[src/common/rftx_pkg.sv]
package rftx_pkg;

  // Register addresses seen on the host parallel port.
  localparam logic [5:0] ADDR_TX_PIN_CONTROL = 6'h11;
  localparam logic [5:0] ADDR_DRIVER_CONDUCTANCE = 6'h12;
  localparam logic [5:0] ADDR_FIXED_SETTING_A = 6'h13;
  localparam logic [5:0] ADDR_FIXED_SETTING_B = 6'h14;
  localparam logic [5:0] ADDR_PULSE_WIDTH = 6'h15;
  localparam logic [5:0] ADDR_FIXED_SETTING_C = 6'h16;
  localparam logic [5:0] ADDR_FIXED_SETTING_D = 6'h17;
  localparam logic [5:0] ADDR_RECEIVER_GAIN_CONTROL = 6'h19;
  localparam logic [5:0] ADDR_DECODER_BEHAVIOUR = 6'h1A;

  // Values after reset.
  localparam logic [7:0] RST_TX_PIN_CONTROL = 8'h58;
  localparam logic [7:0] RST_DRIVER_CONDUCTANCE = 8'h3F;
  localparam logic [7:0] RST_FIXED_SETTING_A = 8'h3F;
  localparam logic [7:0] RST_FIXED_SETTING_B = 8'h19;
  localparam logic [7:0] RST_PULSE_WIDTH = 8'h13;
  localparam logic [7:0] RST_FIXED_SETTING_C = 8'h00;
  localparam logic [7:0] RST_FIXED_SETTING_D = 8'h00;
  localparam logic [7:0] RST_RECEIVER_GAIN_CONTROL = 8'h73;
  localparam logic [7:0] RST_DECODER_BEHAVIOUR = 8'h08;

  // Field positions in the transmit pin control register.
  localparam int TXC_MOD_SEL_LSB = 5;
  localparam int TXC_DRV2_INVERT = 3;
  localparam int TXC_DRV2_UNMOD = 2;
  localparam int TXC_DRV2_RF_ON = 1;
  localparam int TXC_DRV1_RF_ON = 0;

  // Field positions in the conductance, gain and decoder registers.
  localparam int COND_VALUE_LSB = 0;
  localparam int GAIN_CODE_LSB = 0;
  localparam int DEC_MULTI_FRAME = 6;
  localparam int DEC_MASK_AFTER_COLL = 5;

  // Modulator input selector codes.
  typedef enum logic [1:0] {
    RFTX_MOD_LOW = 2'b00,
    RFTX_MOD_HIGH = 2'b01,
    RFTX_MOD_ENCODER = 2'b10,
    RFTX_MOD_EXT_PIN = 2'b11
  } rftx_mod_sel_t;

  // Receiver voltage gain in dB for each gain code.
  localparam logic [5:0] GAIN_DB_CODE0 = 6'h14;
  localparam logic [5:0] GAIN_DB_CODE1 = 6'h18;
  localparam logic [5:0] GAIN_DB_CODE2 = 6'h1F;
  localparam logic [5:0] GAIN_DB_CODE3 = 6'h23;

  // Pulse length is this many device clock periods per width step.
  localparam int PULSE_CLKS_PER_STEP = 2;

  // Receiver activity states.
  typedef enum logic [0:0] {
    RFTX_RX_IDLE = 1'b0,
    RFTX_RX_ACTIVE = 1'b1
  } rftx_rx_state_t;

endpackage

[src/core/rftx_pulse_gen.sv]
`timescale 1ns/100ps
`default_nettype none

// Modulation pulse generator: a rising edge of the modulator input starts
// one pulse whose length in clock periods is two times the width plus one.
module rftx_pulse_gen #(
  parameter int WIDTH_W = 8 // Width of the pulse width value.
) (
  input wire logic sys_clk, // Device clock.
  input wire logic rst, // Asynchronous reset, active high.
  input wire logic mod_level, // Modulator input level.
  input wire logic [WIDTH_W-1:0] width_value, // Pulse width value.
  output logic pulse // High while a pulse is running.
);

  // The counter must hold two times the largest width plus one, minus one.
  localparam int CNT_W = WIDTH_W + 1;

  // Refuse widths the counter layout was not sized for.
  if (WIDTH_W < 1 || WIDTH_W > 16)
  begin : g_width_check
    $error("rftx_pulse_gen: WIDTH_W must be 1 to 16");
  end

  logic prev_r; // Modulator level one cycle ago.
  logic prev_nxt;
  logic pulse_r; // Pulse running.
  logic pulse_nxt;
  logic [CNT_W-1:0] cnt_r; // Cycles left after this one.
  logic [CNT_W-1:0] cnt_nxt;

  // Edges during a pulse are ignored, so a host that reprograms the
  // source mid-pulse never cuts or stretches a pulse.
  always_comb
  begin
    prev_nxt = mod_level;
    pulse_nxt = pulse_r;
    cnt_nxt = cnt_r;
    if (pulse_r)
    begin
      // Count down; the last cycle is the one where the count is zero.
      if (cnt_r == '0)
        pulse_nxt = 1'b0;
      else
        cnt_nxt = cnt_r - 1'b1;
    end
    else if (mod_level && !prev_r)
    begin
      // Load 2*(w+1)-1 for a pulse of 2*(w+1) cycles.
      pulse_nxt = 1'b1;
      cnt_nxt = CNT_W'(rftx_pkg::PULSE_CLKS_PER_STEP)
        * ({1'b0, width_value} + 1'b1) - 1'b1;
    end
  end

  // Register stage.
  always_ff @(posedge sys_clk or posedge rst)
  begin
    if (rst)
    begin
      prev_r <= 1'b0;
      pulse_r <= 1'b0;
      cnt_r <= '0;
    end
    else
    begin
      prev_r <= prev_nxt;
      pulse_r <= pulse_nxt;
      cnt_r <= cnt_nxt;
    end
  end

  assign pulse = pulse_r;

endmodule

`default_nettype wire

[src/core/rftx_regs.sv]
`timescale 1ns/100ps
`default_nettype none

// Notes on behaviour
// - Two-bit selector picks modulator input source.
// - Invert bit inverts carrier on driver two.
// - Unmodulated bit sends plain carrier, driver two.
// - Driver two enable: modulated carrier, else constant.
// - Driver one enable: modulated carrier, else constant.
// - Low six conductance bits set driver conductance.
// - Pulse lasts two times width plus one.
// - Two-bit gain code selects 20/24/31/35 dB.
// - Single-frame mode stops receiver after frame.
// - Bits after collision forced to zero.
// - Decode 11h-17h and 19h-1Ah register pages.
module rftx_regs #(
  parameter int ADDR_W = 6, // Host address width.
  parameter int DATA_W = 8 // Host data width.
) (
  input wire logic sys_clk, // Device clock, 40 MHz.
  input wire logic rst, // Asynchronous reset, active high.
  input wire logic host_wr, // Host write strobe, one cycle.
  input wire logic host_rd, // Host read strobe, one cycle.
  input wire logic [ADDR_W-1:0] host_addr, // Host register address.
  input wire logic [DATA_W-1:0] host_wdata, // Host write data.
  output logic [DATA_W-1:0] host_rdata, // Read data, held until next read.
  input wire logic carrier_in, // Carrier level from the oscillator logic.
  input wire logic encoder_bit, // Internal encoder output.
  input wire logic ext_modulation_in, // External modulation pin.
  output logic antenna_drive_1, // First antenna driver output.
  output logic antenna_drive_2, // Second antenna driver output.
  output logic mod_pulse_out, // Modulation pulse in progress.
  output logic [5:0] driver_conductance_value, // Driver conductance.
  output logic [1:0] rx_gain_code, // Receiver gain code.
  output logic [5:0] rx_gain_db, // Receiver gain in dB.
  input wire logic rx_start, // Receiver start request, one cycle.
  input wire logic rx_frame_end, // Frame received, one cycle.
  input wire logic rx_bit_valid, // Received bit strobe.
  input wire logic rx_bit_in, // Received bit value.
  input wire logic rx_collision, // Collision on this bit.
  output logic rx_enable, // Receiver active.
  output logic rx_bit_out_valid, // Decoded bit strobe.
  output logic rx_bit_out // Decoded bit, masked after a collision.
);

  // The data path assumes byte-wide registers and a six-bit address.
  if (ADDR_W != 6 || DATA_W != 8)
  begin : g_bus_check
    $error("rftx_regs: ADDR_W must be 6 and DATA_W 8");
  end

  // Gain code to dB, kept as one table.
  function automatic logic [5:0] gain_to_db(input logic [1:0] code);
    logic [5:0] db;
    case (code)
      2'b00: db = rftx_pkg::GAIN_DB_CODE0;
      2'b01: db = rftx_pkg::GAIN_DB_CODE1;
      2'b10: db = rftx_pkg::GAIN_DB_CODE2;
      default: db = rftx_pkg::GAIN_DB_CODE3;
    endcase
    return db;
  endfunction

  // Register file storage.
  logic [7:0] tx_pin_control_r; // Driver pin control.
  logic [7:0] tx_pin_control_nxt;
  logic [7:0] driver_conductance_r; // Driver conductance.
  logic [7:0] driver_conductance_nxt;
  logic [7:0] fixed_setting_a_r; // Fixed settings, stored as written.
  logic [7:0] fixed_setting_a_nxt;
  logic [7:0] fixed_setting_b_r;
  logic [7:0] fixed_setting_b_nxt;
  logic [7:0] pulse_width_r; // Modulation pulse width.
  logic [7:0] pulse_width_nxt;
  logic [7:0] fixed_setting_c_r;
  logic [7:0] fixed_setting_c_nxt;
  logic [7:0] fixed_setting_d_r;
  logic [7:0] fixed_setting_d_nxt;
  logic [7:0] receiver_gain_control_r; // Receiver gain.
  logic [7:0] receiver_gain_control_nxt;
  logic [7:0] decoder_behaviour_r; // Decoder behaviour.
  logic [7:0] decoder_behaviour_nxt;
  logic [7:0] host_rdata_r; // Registered read data.
  logic [7:0] host_rdata_nxt;

  // Host write decode. Fixed bits are stored as written; keeping them
  // at their set values is the host's job, and software reads back
  // exactly what it wrote.
  always_comb
  begin
    tx_pin_control_nxt = tx_pin_control_r;
    driver_conductance_nxt = driver_conductance_r;
    fixed_setting_a_nxt = fixed_setting_a_r;
    fixed_setting_b_nxt = fixed_setting_b_r;
    pulse_width_nxt = pulse_width_r;
    fixed_setting_c_nxt = fixed_setting_c_r;
    fixed_setting_d_nxt = fixed_setting_d_r;
    receiver_gain_control_nxt = receiver_gain_control_r;
    decoder_behaviour_nxt = decoder_behaviour_r;
    if (host_wr)
    begin
      if (host_addr == rftx_pkg::ADDR_TX_PIN_CONTROL)
        tx_pin_control_nxt = host_wdata;
      else if (host_addr == rftx_pkg::ADDR_DRIVER_CONDUCTANCE)
        driver_conductance_nxt = host_wdata;
      else if (host_addr == rftx_pkg::ADDR_FIXED_SETTING_A)
        fixed_setting_a_nxt = host_wdata;
      else if (host_addr == rftx_pkg::ADDR_FIXED_SETTING_B)
        fixed_setting_b_nxt = host_wdata;
      else if (host_addr == rftx_pkg::ADDR_PULSE_WIDTH)
        pulse_width_nxt = host_wdata;
      else if (host_addr == rftx_pkg::ADDR_FIXED_SETTING_C)
        fixed_setting_c_nxt = host_wdata;
      else if (host_addr == rftx_pkg::ADDR_FIXED_SETTING_D)
        fixed_setting_d_nxt = host_wdata;
      else if (host_addr == rftx_pkg::ADDR_RECEIVER_GAIN_CONTROL)
        receiver_gain_control_nxt = host_wdata;
      else if (host_addr == rftx_pkg::ADDR_DECODER_BEHAVIOUR)
        decoder_behaviour_nxt = host_wdata;
      // Writes to any other address are dropped without effect.
    end
  end

  // Host read decode. Unmapped addresses, including 18h, read as zero.
  always_comb
  begin
    host_rdata_nxt = host_rdata_r;
    if (host_rd)
    begin
      if (host_addr == rftx_pkg::ADDR_TX_PIN_CONTROL)
        host_rdata_nxt = tx_pin_control_r;
      else if (host_addr == rftx_pkg::ADDR_DRIVER_CONDUCTANCE)
        host_rdata_nxt = driver_conductance_r;
      else if (host_addr == rftx_pkg::ADDR_FIXED_SETTING_A)
        host_rdata_nxt = fixed_setting_a_r;
      else if (host_addr == rftx_pkg::ADDR_FIXED_SETTING_B)
        host_rdata_nxt = fixed_setting_b_r;
      else if (host_addr == rftx_pkg::ADDR_PULSE_WIDTH)
        host_rdata_nxt = pulse_width_r;
      else if (host_addr == rftx_pkg::ADDR_FIXED_SETTING_C)
        host_rdata_nxt = fixed_setting_c_r;
      else if (host_addr == rftx_pkg::ADDR_FIXED_SETTING_D)
        host_rdata_nxt = fixed_setting_d_r;
      else if (host_addr == rftx_pkg::ADDR_RECEIVER_GAIN_CONTROL)
        host_rdata_nxt = receiver_gain_control_r;
      else if (host_addr == rftx_pkg::ADDR_DECODER_BEHAVIOUR)
        host_rdata_nxt = decoder_behaviour_r;
      else
        host_rdata_nxt = 8'h00;
    end
  end

  // Register file flip-flops.
  always_ff @(posedge sys_clk or posedge rst)
  begin
    if (rst)
    begin
      tx_pin_control_r <= rftx_pkg::RST_TX_PIN_CONTROL;
      driver_conductance_r <= rftx_pkg::RST_DRIVER_CONDUCTANCE;
      fixed_setting_a_r <= rftx_pkg::RST_FIXED_SETTING_A;
      fixed_setting_b_r <= rftx_pkg::RST_FIXED_SETTING_B;
      pulse_width_r <= rftx_pkg::RST_PULSE_WIDTH;
      fixed_setting_c_r <= rftx_pkg::RST_FIXED_SETTING_C;
      fixed_setting_d_r <= rftx_pkg::RST_FIXED_SETTING_D;
      receiver_gain_control_r <= rftx_pkg::RST_RECEIVER_GAIN_CONTROL;
      decoder_behaviour_r <= rftx_pkg::RST_DECODER_BEHAVIOUR;
      host_rdata_r <= 8'h00;
    end
    else
    begin
      tx_pin_control_r <= tx_pin_control_nxt;
      driver_conductance_r <= driver_conductance_nxt;
      fixed_setting_a_r <= fixed_setting_a_nxt;
      fixed_setting_b_r <= fixed_setting_b_nxt;
      pulse_width_r <= pulse_width_nxt;
      fixed_setting_c_r <= fixed_setting_c_nxt;
      fixed_setting_d_r <= fixed_setting_d_nxt;
      receiver_gain_control_r <= receiver_gain_control_nxt;
      decoder_behaviour_r <= decoder_behaviour_nxt;
      host_rdata_r <= host_rdata_nxt;
    end
  end

  // Fields pulled out of the control registers.
  rftx_pkg::rftx_mod_sel_t mod_input_select; // Modulator source.
  logic drv2_invert; // Invert carrier on driver two.
  logic drv2_unmodulated; // Plain carrier on driver two.
  logic drv2_rf_on; // Driver two carries RF.
  logic drv1_rf_on; // Driver one carries RF.
  logic multi_frame_rx; // Keep receiving after one frame.
  logic mask_after_collision; // Zero bits after a collision.

  assign mod_input_select = rftx_pkg::rftx_mod_sel_t'(
    tx_pin_control_r[rftx_pkg::TXC_MOD_SEL_LSB +: 2]);
  assign drv2_invert = tx_pin_control_r[rftx_pkg::TXC_DRV2_INVERT];
  assign drv2_unmodulated = tx_pin_control_r[rftx_pkg::TXC_DRV2_UNMOD];
  assign drv2_rf_on = tx_pin_control_r[rftx_pkg::TXC_DRV2_RF_ON];
  assign drv1_rf_on = tx_pin_control_r[rftx_pkg::TXC_DRV1_RF_ON];
  assign multi_frame_rx = decoder_behaviour_r[rftx_pkg::DEC_MULTI_FRAME];
  assign mask_after_collision =
    decoder_behaviour_r[rftx_pkg::DEC_MASK_AFTER_COLL];

  // The external modulation pin is asynchronous to the device clock, so it
  // passes two flip-flops; only the second is read by the selector.
  logic ext_sync1_r; // First synchroniser stage.
  logic ext_sync2_r; // Second synchroniser stage.
  always_ff @(posedge sys_clk or posedge rst)
  begin
    if (rst)
    begin
      ext_sync1_r <= 1'b0;
      ext_sync2_r <= 1'b0;
    end
    else
    begin
      ext_sync1_r <= ext_modulation_in;
      ext_sync2_r <= ext_sync1_r;
    end
  end

  // Modulator input selection.
  logic mod_level; // Selected modulator input.
  always_comb
  begin
    case (mod_input_select)
      rftx_pkg::RFTX_MOD_LOW: mod_level = 1'b0;
      rftx_pkg::RFTX_MOD_HIGH: mod_level = 1'b1;
      rftx_pkg::RFTX_MOD_ENCODER: mod_level = encoder_bit;
      default: mod_level = ext_sync2_r;
    endcase
  end

  // A rising edge of the modulator input while no pulse is running starts one timed pulse.
  logic mod_pulse; // Pulse from the generator.
  rftx_pulse_gen #(
    .WIDTH_W(8)
  ) u_pulse_gen (
    .sys_clk(sys_clk),
    .rst(rst),
    .mod_level(mod_level),
    .width_value(pulse_width_r),
    .pulse(mod_pulse)
  );

  // Driver outputs. The pulse blanks the carrier (full-depth keying).
  // Disabled drivers hold a constant low level.
  logic drive1_nxt; // Next level of driver one.
  logic drive2_nxt; // Next level of driver two.
  logic drive2_base; // Driver two before the optional inversion.
  always_comb
  begin
    drive1_nxt = 1'b0;
    drive2_nxt = 1'b0;
    drive2_base = carrier_in & ~mod_pulse;
    if (drv1_rf_on)
      drive1_nxt = carrier_in & ~mod_pulse;
    if (drv2_unmodulated)
      drive2_base = carrier_in;
    if (drv2_rf_on)
    begin
      if (drv2_invert)
        drive2_nxt = ~drive2_base;
      else
        drive2_nxt = drive2_base;
    end
    // A disabled driver two stays low whatever the invert bit says.
  end

  logic drive1_r; // Driver one output flop.
  logic drive2_r; // Driver two output flop.
  logic mod_pulse_r; // Pulse output flop.
  always_ff @(posedge sys_clk or posedge rst)
  begin
    if (rst)
    begin
      drive1_r <= 1'b0;
      drive2_r <= 1'b0;
      mod_pulse_r <= 1'b0;
    end
    else
    begin
      drive1_r <= drive1_nxt;
      drive2_r <= drive2_nxt;
      mod_pulse_r <= mod_pulse;
    end
  end

  // Receiver state: single-frame mode drops out after each frame end.
  rftx_pkg::rftx_rx_state_t rx_state_r; // Receiver activity.
  rftx_pkg::rftx_rx_state_t rx_state_nxt;
  logic coll_seen_r; // A collision has been seen in this reception.
  logic coll_seen_nxt;
  logic rx_bit_out_r; // Decoded bit.
  logic rx_bit_out_nxt;
  logic rx_bit_out_valid_r; // Decoded bit strobe.
  logic rx_bit_out_valid_nxt;
  logic [5:0] rx_gain_db_r; // Gain in dB.
  logic [5:0] rx_gain_db_nxt;

  always_comb
  begin
    rx_state_nxt = rx_state_r;
    coll_seen_nxt = coll_seen_r;
    rx_bit_out_nxt = rx_bit_out_r;
    rx_bit_out_valid_nxt = 1'b0;
    rx_gain_db_nxt = gain_to_db(
      receiver_gain_control_r[rftx_pkg::GAIN_CODE_LSB +: 2]);
    case (rx_state_r)
      rftx_pkg::RFTX_RX_IDLE:
      begin
        if (rx_start)
          rx_state_nxt = rftx_pkg::RFTX_RX_ACTIVE;
      end
      default:
      begin
        if (rx_frame_end && !multi_frame_rx)
          rx_state_nxt = rftx_pkg::RFTX_RX_IDLE;
      end
    endcase
    // A new start clears the collision history; a collision in the same
    // cycle still wins so it is never lost.
    if (rx_start)
      coll_seen_nxt = 1'b0;
    if (rx_bit_valid && rx_state_r == rftx_pkg::RFTX_RX_ACTIVE)
    begin
      rx_bit_out_valid_nxt = 1'b1;
      // The colliding bit itself is passed; only later bits are masked.
      if (mask_after_collision && coll_seen_r)
        rx_bit_out_nxt = 1'b0;
      else
        rx_bit_out_nxt = rx_bit_in;
      if (rx_collision)
        coll_seen_nxt = 1'b1;
    end
  end

  always_ff @(posedge sys_clk or posedge rst)
  begin
    if (rst)
    begin
      rx_state_r <= rftx_pkg::RFTX_RX_IDLE;
      coll_seen_r <= 1'b0;
      rx_bit_out_r <= 1'b0;
      rx_bit_out_valid_r <= 1'b0;
      rx_gain_db_r <= rftx_pkg::GAIN_DB_CODE3;
    end
    else
    begin
      rx_state_r <= rx_state_nxt;
      coll_seen_r <= coll_seen_nxt;
      rx_bit_out_r <= rx_bit_out_nxt;
      rx_bit_out_valid_r <= rx_bit_out_valid_nxt;
      rx_gain_db_r <= rx_gain_db_nxt;
    end
  end

  // Outputs, each straight from a flip-flop.
  assign host_rdata = host_rdata_r;
  assign antenna_drive_1 = drive1_r;
  assign antenna_drive_2 = drive2_r;
  assign mod_pulse_out = mod_pulse_r;
  assign driver_conductance_value =
    driver_conductance_r[rftx_pkg::COND_VALUE_LSB +: 6];
  assign rx_gain_code =
    receiver_gain_control_r[rftx_pkg::GAIN_CODE_LSB +: 2];
  assign rx_gain_db = rx_gain_db_r;
  assign rx_enable = (rx_state_r == rftx_pkg::RFTX_RX_ACTIVE);
  assign rx_bit_out_valid = rx_bit_out_valid_r;
  assign rx_bit_out = rx_bit_out_r;

endmodule

`default_nettype wire

[config.mk]
export PLATFORM = sky130hd
export DESIGN_NAME = rftx_regs
export DESIGN_NICKNAME = d
export VERILOG_FILES = /design/src/common/rftx_pkg.sv /design/src/core/rftx_pulse_gen.sv /design/src/core/rftx_regs.sv
export SDC_FILE = /design/constraint.sdc
export NUM_CORES = 1
export LEC_CHECK = 0
export BUFFER_PORTS_ARGS = -buffer_cell sky130_fd_sc_hd__clkbuf_2
export CORE_MARGIN = 2
export CORE_UTILIZATION = 50
export DETAILED_ROUTE_END_ITERATION = 7
export GPL_TIMING_DRIVEN = 0
export HOLD_SLACK_MARGIN = 0.02
export PLACE_DENSITY = 0.69
export SYNTH_ARGS = -nofsm -noshare
export SYNTH_HDL_FRONTEND = slang
export SYNTH_SLANG_ARGS = --single-unit
[constraint.sdc]
create_clock -name sys_clk -period 4.2 [get_ports sys_clk]
set_input_delay 0.84 -clock sys_clk [delete_from_list [all_inputs] [get_ports sys_clk]]
set_output_delay 0.84 -clock sys_clk [all_outputs]
set_load 0.01 [all_outputs]
Word level (Yosys, flattened, before mapping)
Cells that the tools add are included.

word-level totals
  word-level logic and storage cells = 100
  bits in registers = 106

operators by class
  multiplexer cells = 29
  add/sub/neg operators = 3
  eq/ne operators = 14
  reductions and logical operators = 20
  bitwise operators = 11

operators with widths
  cell                   number
  $mux W8                9
  $eq A6 B5 Y1 const B   9
  $mux W9                3
  $pmux W6 S3            1
  $sub A9 B1 Y9 const B  2
  $mux W1                15
  $not A1 Y1             10
  $reduce_and A10 Y1     1
  $logic_not A9 Y1       1
  $reduce_and A9 Y1      1
  $add A8 B1 Y8 const B  1
  $reduce_and A8 Y1      1
  $reduce_and A7 Y1      1
  $reduce_and A6 Y1      1
  $reduce_and A5 Y1      1
  $eq A2 B1 Y1 const B   2
  $eq A2 B2 Y1 const B   2
  $logic_and A1 B1 Y1    4
  $logic_not A2 Y1       2
  $reduce_and A2 Y1      2
  $reduce_and A4 Y1      1
  $pmux W1 S3            1
  $reduce_and A3 Y1      1
  $logic_not A1 Y1       2
  other kinds (3)        3

Depth between registers and ports, before layout
  word-level depth = 10
  depth in mapped cells = 8
  depth with buffers taken out = 7

Hierarchy
Synthesis repeated with hierarchy kept, for this count alone.

second synthesis, totals
  cell total of the unflattened synthesis = 473
  area total of the unflattened synthesis = 5302.6 um2

modules (own cells, without submodules)
  module          area each (um2)  cells an instance  seq. area each (um2)  instances
  rftx_regs       4354.2           357                2388.5                1
  rftx_pulse_gen  948.4            116                275.3                 1

Least setup slack after synthesis
OpenSTA, ideal clock, no wires.

  path type = input -> register
  start point = input host_addr[5]
  end point = register fixed_setting_a_r[6]
  path slack = 2.077 ns
  stages = 5
  required time = 4.075 ns
  arrival time = 1.998 ns
  path through = or3b_1 -> buf_2 -> nor2_8 -> nand4_4 -> mux2_2

on the way
  word-level cells in the longest chain between the ends = 3
  elaborated cells between the ends (all ways) = 6

ends and longest elaborated chain
  element                                 line                                source
  start, declared                         rftx_regs.sv:24                     input wire logic [ADDR_W-1:0] host_addr,
  $eq A6 B5 Y1, on equally long branches  rftx_regs.sv:104, rftx_regs.sv:102
  $not A1 Y1 (no line)                    -
  $reduce_and A4 Y1 (no line) *           -
  end signal, assigned                    rftx_regs.sv:160                    fixed_setting_a_r <= rftx_pkg::RST_FIXED_SETTING_A;
  end signal, assigned                    rftx_regs.sv:173                    fixed_setting_a_r <= fixed_setting_a_nxt;
  end, declared                           rftx_regs.sv:69                     logic [7:0] fixed_setting_a_r;

Every way passes the cells marked *; elsewhere a longest branch is shown, timed or not.
A chain may end at the register's enable or synchronous reset.

Worst setup path after layout
  start point = input host_addr[0]
  end point = register host_rdata_r[2] (netlist: host_rdata[2])

on the way
  word-level cells in the longest chain between the ends = 10
  elaborated cells between the ends (all ways) = 18

ends and longest elaborated chain
  element               line              source
  $eq A6 B5 Y1          rftx_regs.sv:146  else if (host_addr == rftx_pkg::ADDR_DECODER_BEHAVIOUR)
  $mux W8               rftx_regs.sv:146
  $mux W8               rftx_regs.sv:144  else if (host_addr == rftx_pkg::ADDR_RECEIVER_GAIN_CONTROL)
  $mux W8               rftx_regs.sv:142  else if (host_addr == rftx_pkg::ADDR_FIXED_SETTING_D)
  $mux W8               rftx_regs.sv:140  else if (host_addr == rftx_pkg::ADDR_FIXED_SETTING_C)
  $mux W8               rftx_regs.sv:138  else if (host_addr == rftx_pkg::ADDR_PULSE_WIDTH)
  $mux W8               rftx_regs.sv:136  else if (host_addr == rftx_pkg::ADDR_FIXED_SETTING_B)
  $mux W8               rftx_regs.sv:134  else if (host_addr == rftx_pkg::ADDR_FIXED_SETTING_A)
  $mux W8               rftx_regs.sv:132  else if (host_addr == rftx_pkg::ADDR_DRIVER_CONDUCTANCE)
  $mux W8 *             rftx_regs.sv:130  if (host_addr == rftx_pkg::ADDR_TX_PIN_CONTROL)
  end signal, assigned  rftx_regs.sv:180  host_rdata_r <= host_rdata_nxt;
  end, declared         rftx_regs.sv:83   logic [7:0] host_rdata_r;

Marked as above.

==> results.md <==
* Final hold viol count at 0
* Worst r2r path cells at 6
* Clock Sinks at 105
* Post-CTS Setup Bufs at 0
* Via Count at roughly 3,800
* TritonCTS Buffers at 9
* N_diodes at 0
* Register area share after synthesis at between 40 and 50%
* Starting Density at 51.8%
* Post-DRT Antenna Nets at 0
* Final period util at a little over half
* DRT Wirelength at between 10,000 and 15,000 um
* Unrepaired setup endpoints after global routing: false
* Final std cells w/o fill at between 600 and 700
* Clock Latency Late Sink at ~0.38 ns
* Vias per cell at between 5 and 6
* Drt drc at 0
* P per Cell Area at 389 nW/um2
* Port Buffers at 52
* I/O Pins at 54
* Layout cells sized above 1 at approximately 41%
* Mapped Cells at about 460
* Final Setup Violations at 0
* Worst vdd ir at about 0.28 mV
* Synth Area in Simple Gates at a little under an eighth
* Register Area at about 2700 um2
* Worst R2R Start: pulse_width_r[1]
* P_leak at 2.74 nW
* Syn Area/Cell at roughly 12 um2
* RR Endpoint: u_pulse_gen.cnt_r[4]
* Final Cell Area at 6060 um2
* Slew Limit Headroom at between 40% and 50%
* Die height at between 100 and 150 um
* Post-synth ARST share at 100%
* Synth Cell Area at 5370 um2
* Fillers at 923
* Post-synthesis to final-layout area growth at 12.8%
* Wire per inst at ~19 um
* Setup crit start: host_addr[0]
* DRT Pass-1 Iters at 5
* Slew Limit Fails at 0
* Hpwl dp at about 8900 um
* Placed instance count at ~640
* Post-synthesis cell type count at 64
* Crit-path max FO at 7
* Cell Area, Placed at 5820 um2
* Synth top area share at a little over a third
* Total global routing overflow at 0
* Multiplexer share of the synthesized area at between 15 and 20%
* Top cells by area, synth: dfrtp_1 35%, mux2_2 16%, dfstp_2 14%
* Clk slew on worst S/H paths at around 0.1 ns
* GPL Wtd Cong at about 0.91
* Core ar. at a little over 10,000 um2
* Fmax at ~450 MHz
* TritonCTS clock tree: done
* Largest area contributor in the synthesized netlist: dfrtp_1
* Xor/xnor share of the synthesized area at ~2.0%
* Synth Flop Type: dfrtp_1
* Slew of the pin with the lowest slew margin at approximately 0.78 ns
* Die width at around 110 um
* Worst EP arrival at between 2 and 2.5 ns
* Final Total Pwr at 2.36 mW
* Adder-Cell Fraction of Synth Area at roughly 1.2%
* Final Critical Period at approximately 2.2 ns
* Max H-tree Level at 3
* WS Path Type: in2reg
* Seq cells post-synth at approximately 110
* Initial antenna violation count at 0
* Number of synthesized flops with an enable pin at 0
* Clk buf depth at 2
* Vias in the first global route at 3,867
* Hold_buf cts at 0
* Max-cap viol count at 0
* Multi-input gate area at 2470 um2
* Synth Net Count at between 400 and 500
* Setup crit end: host_rdata[2]
* Initial DRC count at around 300
* Setup skew after layout at roughly 0.01 ns
* First-pass GRT wire length at 20,400 um
* Area fraction in compound gates after synthesis at between 10% and 20%
* Final Core Density at 58.4%
* Full die area at about 12,000 um2
* Number of gates resized after cts at 0
* Reg2Reg Setup Slack at roughly 2.1 ns
* Status: completed
* # rows at 37
* Root Buffer: clkbuf_8
* Largest net degree at the start of global routing at 64
* Worst min-delay path class: reg2reg
* Largest family of logic cells by synthesized area: multiplexers
* Critical path required time at approximately 4.5 ns
* YS warnings at 0
* Global Route Usage Sum at a little under a quarter
* CP Capture Type: register
* Critical Path Source Type: primary input
* Nets at 550
==> layout by cell type, fill, tap and decap left out, types with 4 or more instances in the layout <==
| cell type | n |
|---|---|
| o21ai_0 | 12 |
| or2_2 | 5 |
| xnor2_1 | 9 |
| dfstp_2 | 29 |
| and3_1 | 4 |
| nor2b_1 | 5 |
| buf_4 | 10 |
| nand2b_1 | 19 |
| nand2_1 | 19 |
| a211o_1 | 6 |
| a221o_1 | 4 |
| nand3_1 | 4 |
| ha_1 | 5 |
| nand2_2 | 4 |
| nor3_1 | 5 |
| dfrtp_1 | 76 |
| a221oi_1 | 8 |
| a2bb2oi_1 | 5 |
| a31oi_1 | 4 |
| clkbuf_8 | 9 |
| a22o_1 | 4 |
| o2bb2ai_1 | 4 |
| clkbuf_2 | 53 |
| buf_2 | 14 |
| mux2_2 | 75 |
| clkbuf_1 | 12 |
| a21oi_1 | 20 |
| inv_1 | 10 |
| a22oi_1 | 5 |
| nor2_1 | 15 |
| mux2i_1 | 7 |
| a211oi_1 | 7 |
==> where the power goes <==
part / switching (mW) / total, mW / internal (mW)
Combinational: 0.198 / 0.388 / 0.190
Clock: 0.347 / 0.745 / 0.398
Sequential: 0.0720 / 1.22 / 1.15
Total: 0.617 / 2.36 / 1.74
==> cell usage after synthesis, types with 2 or more instances <==
library cell   n
a21oi_1       20
or2_2          5
nor2_1        15
nand2_1       19
clkbuf_1      10
o22ai_1        3
o211ai_1       3
ha_1           5
a22o_1         4
a21boi_0       3
a211o_1        6
a221o_1        4
nor3_1         5
buf_4         10
xor2_1         3
a2bb2oi_1      5
nand2b_1      19
a31oi_1        4
mux2i_1        7
nor2_4         2
nor2b_1        5
and2_1         2
or4_1          2
o21bai_1       2
inv_1         11
and3_1         4
xnor2_1        9
dfrtp_1       76
nand4_1        3
o21ai_0       12
o2bb2ai_1      4
a22oi_1        5
buf_2         14
dfstp_2       29
nand3_4        2
nand3_1        4
a211oi_1       7
nand2_2        4
mux2_2        75
o21ai_1        2
a221oi_1       8
==> per-layer routing <==
layer	GRT usage, %	up-vias	share of wire, %
met4	6.96	0	1.8
li1	-	1791	-
met3	5.63	14	4.4
met2	36.6	94	47
met1	31.5	1906	47
met5	0	-	0
==> worst min-delay path by stage <==
| stage | start | end | slack, ns | depth (start not counted) |
|---|---|---|---|---|
| after detailed placement | ext_sync1_r | ext_sync2_r | 0.34 | 0 |
| after global placement | ext_sync1_r | ext_sync2_r | 0.34 | 0 |
| after CTS | ext_sync1_r | ext_sync2_r | 0.37 | 0 |
| after floorplan | ext_sync1_r | ext_sync2_r | 0.33 | 0 |
| final | ext_sync1_r | ext_sync2_r | 0.36 | 0 |
| after global routing | ext_sync1_r | ext_sync2_r | 0.38 | 0 |
==> area by class of cell <==
type / count / area share, %
Clock inverter: 5 / 1.71
Tap cell: 136 / 2.81
Clock buffer: 11 / 2.17
Buffer: 36 / 3.16
Sequential cell: 105 / 44.0
Inverter: 11 / 0.723
Multi-Input combinational cell: 303 / 40.8
Timing Repair Buffer: 53 / 4.63
==> per-stage QoR <==
stage	setup TNS (ns)	worst slack [ns]	hold WS, ns
CTS	0	2.01	0.367
detailed placement	0	1.61	0.344
global route	0	1.92	0.380
finish	0	1.97	0.365
global placement	-40.42	-0.538	0.336
floorplan	0	0.647	0.331
==> critical path, stage by stage <==
cell	delay, ns
clkbuf_2	0.13
and3_1	0.17
clkbuf_1	0.21
and2_0	0.21
buf_2	0.17
a221o_1	0.33
a31oi_1	0.33
o2bb2ai_1	0.10
==> logic make-up after synthesis <==
group	after synthesis
compound gates	101
xor+xnor	12
simple gates	103
fa+ha+maj	5
flops	105
buf+inv	47
mux	82
==> flip-flops by register name (all words and copies together), names as in the netlist, 5 cells and up <==
name and flops:
rx_gain_db 5, u_pulse_gen.cnt_r 9, fixed_setting_a_r 8, fixed_setting_d_r 8, tx_pin_control_r 8, pulse_width_r 8
decoder_behaviour_r 8, fixed_setting_b_r 8, fixed_setting_c_r 8, receiver_gain_control_r 8, host_rdata 8, driver_conductance_r 8
(Power assumes the default switching activity.)
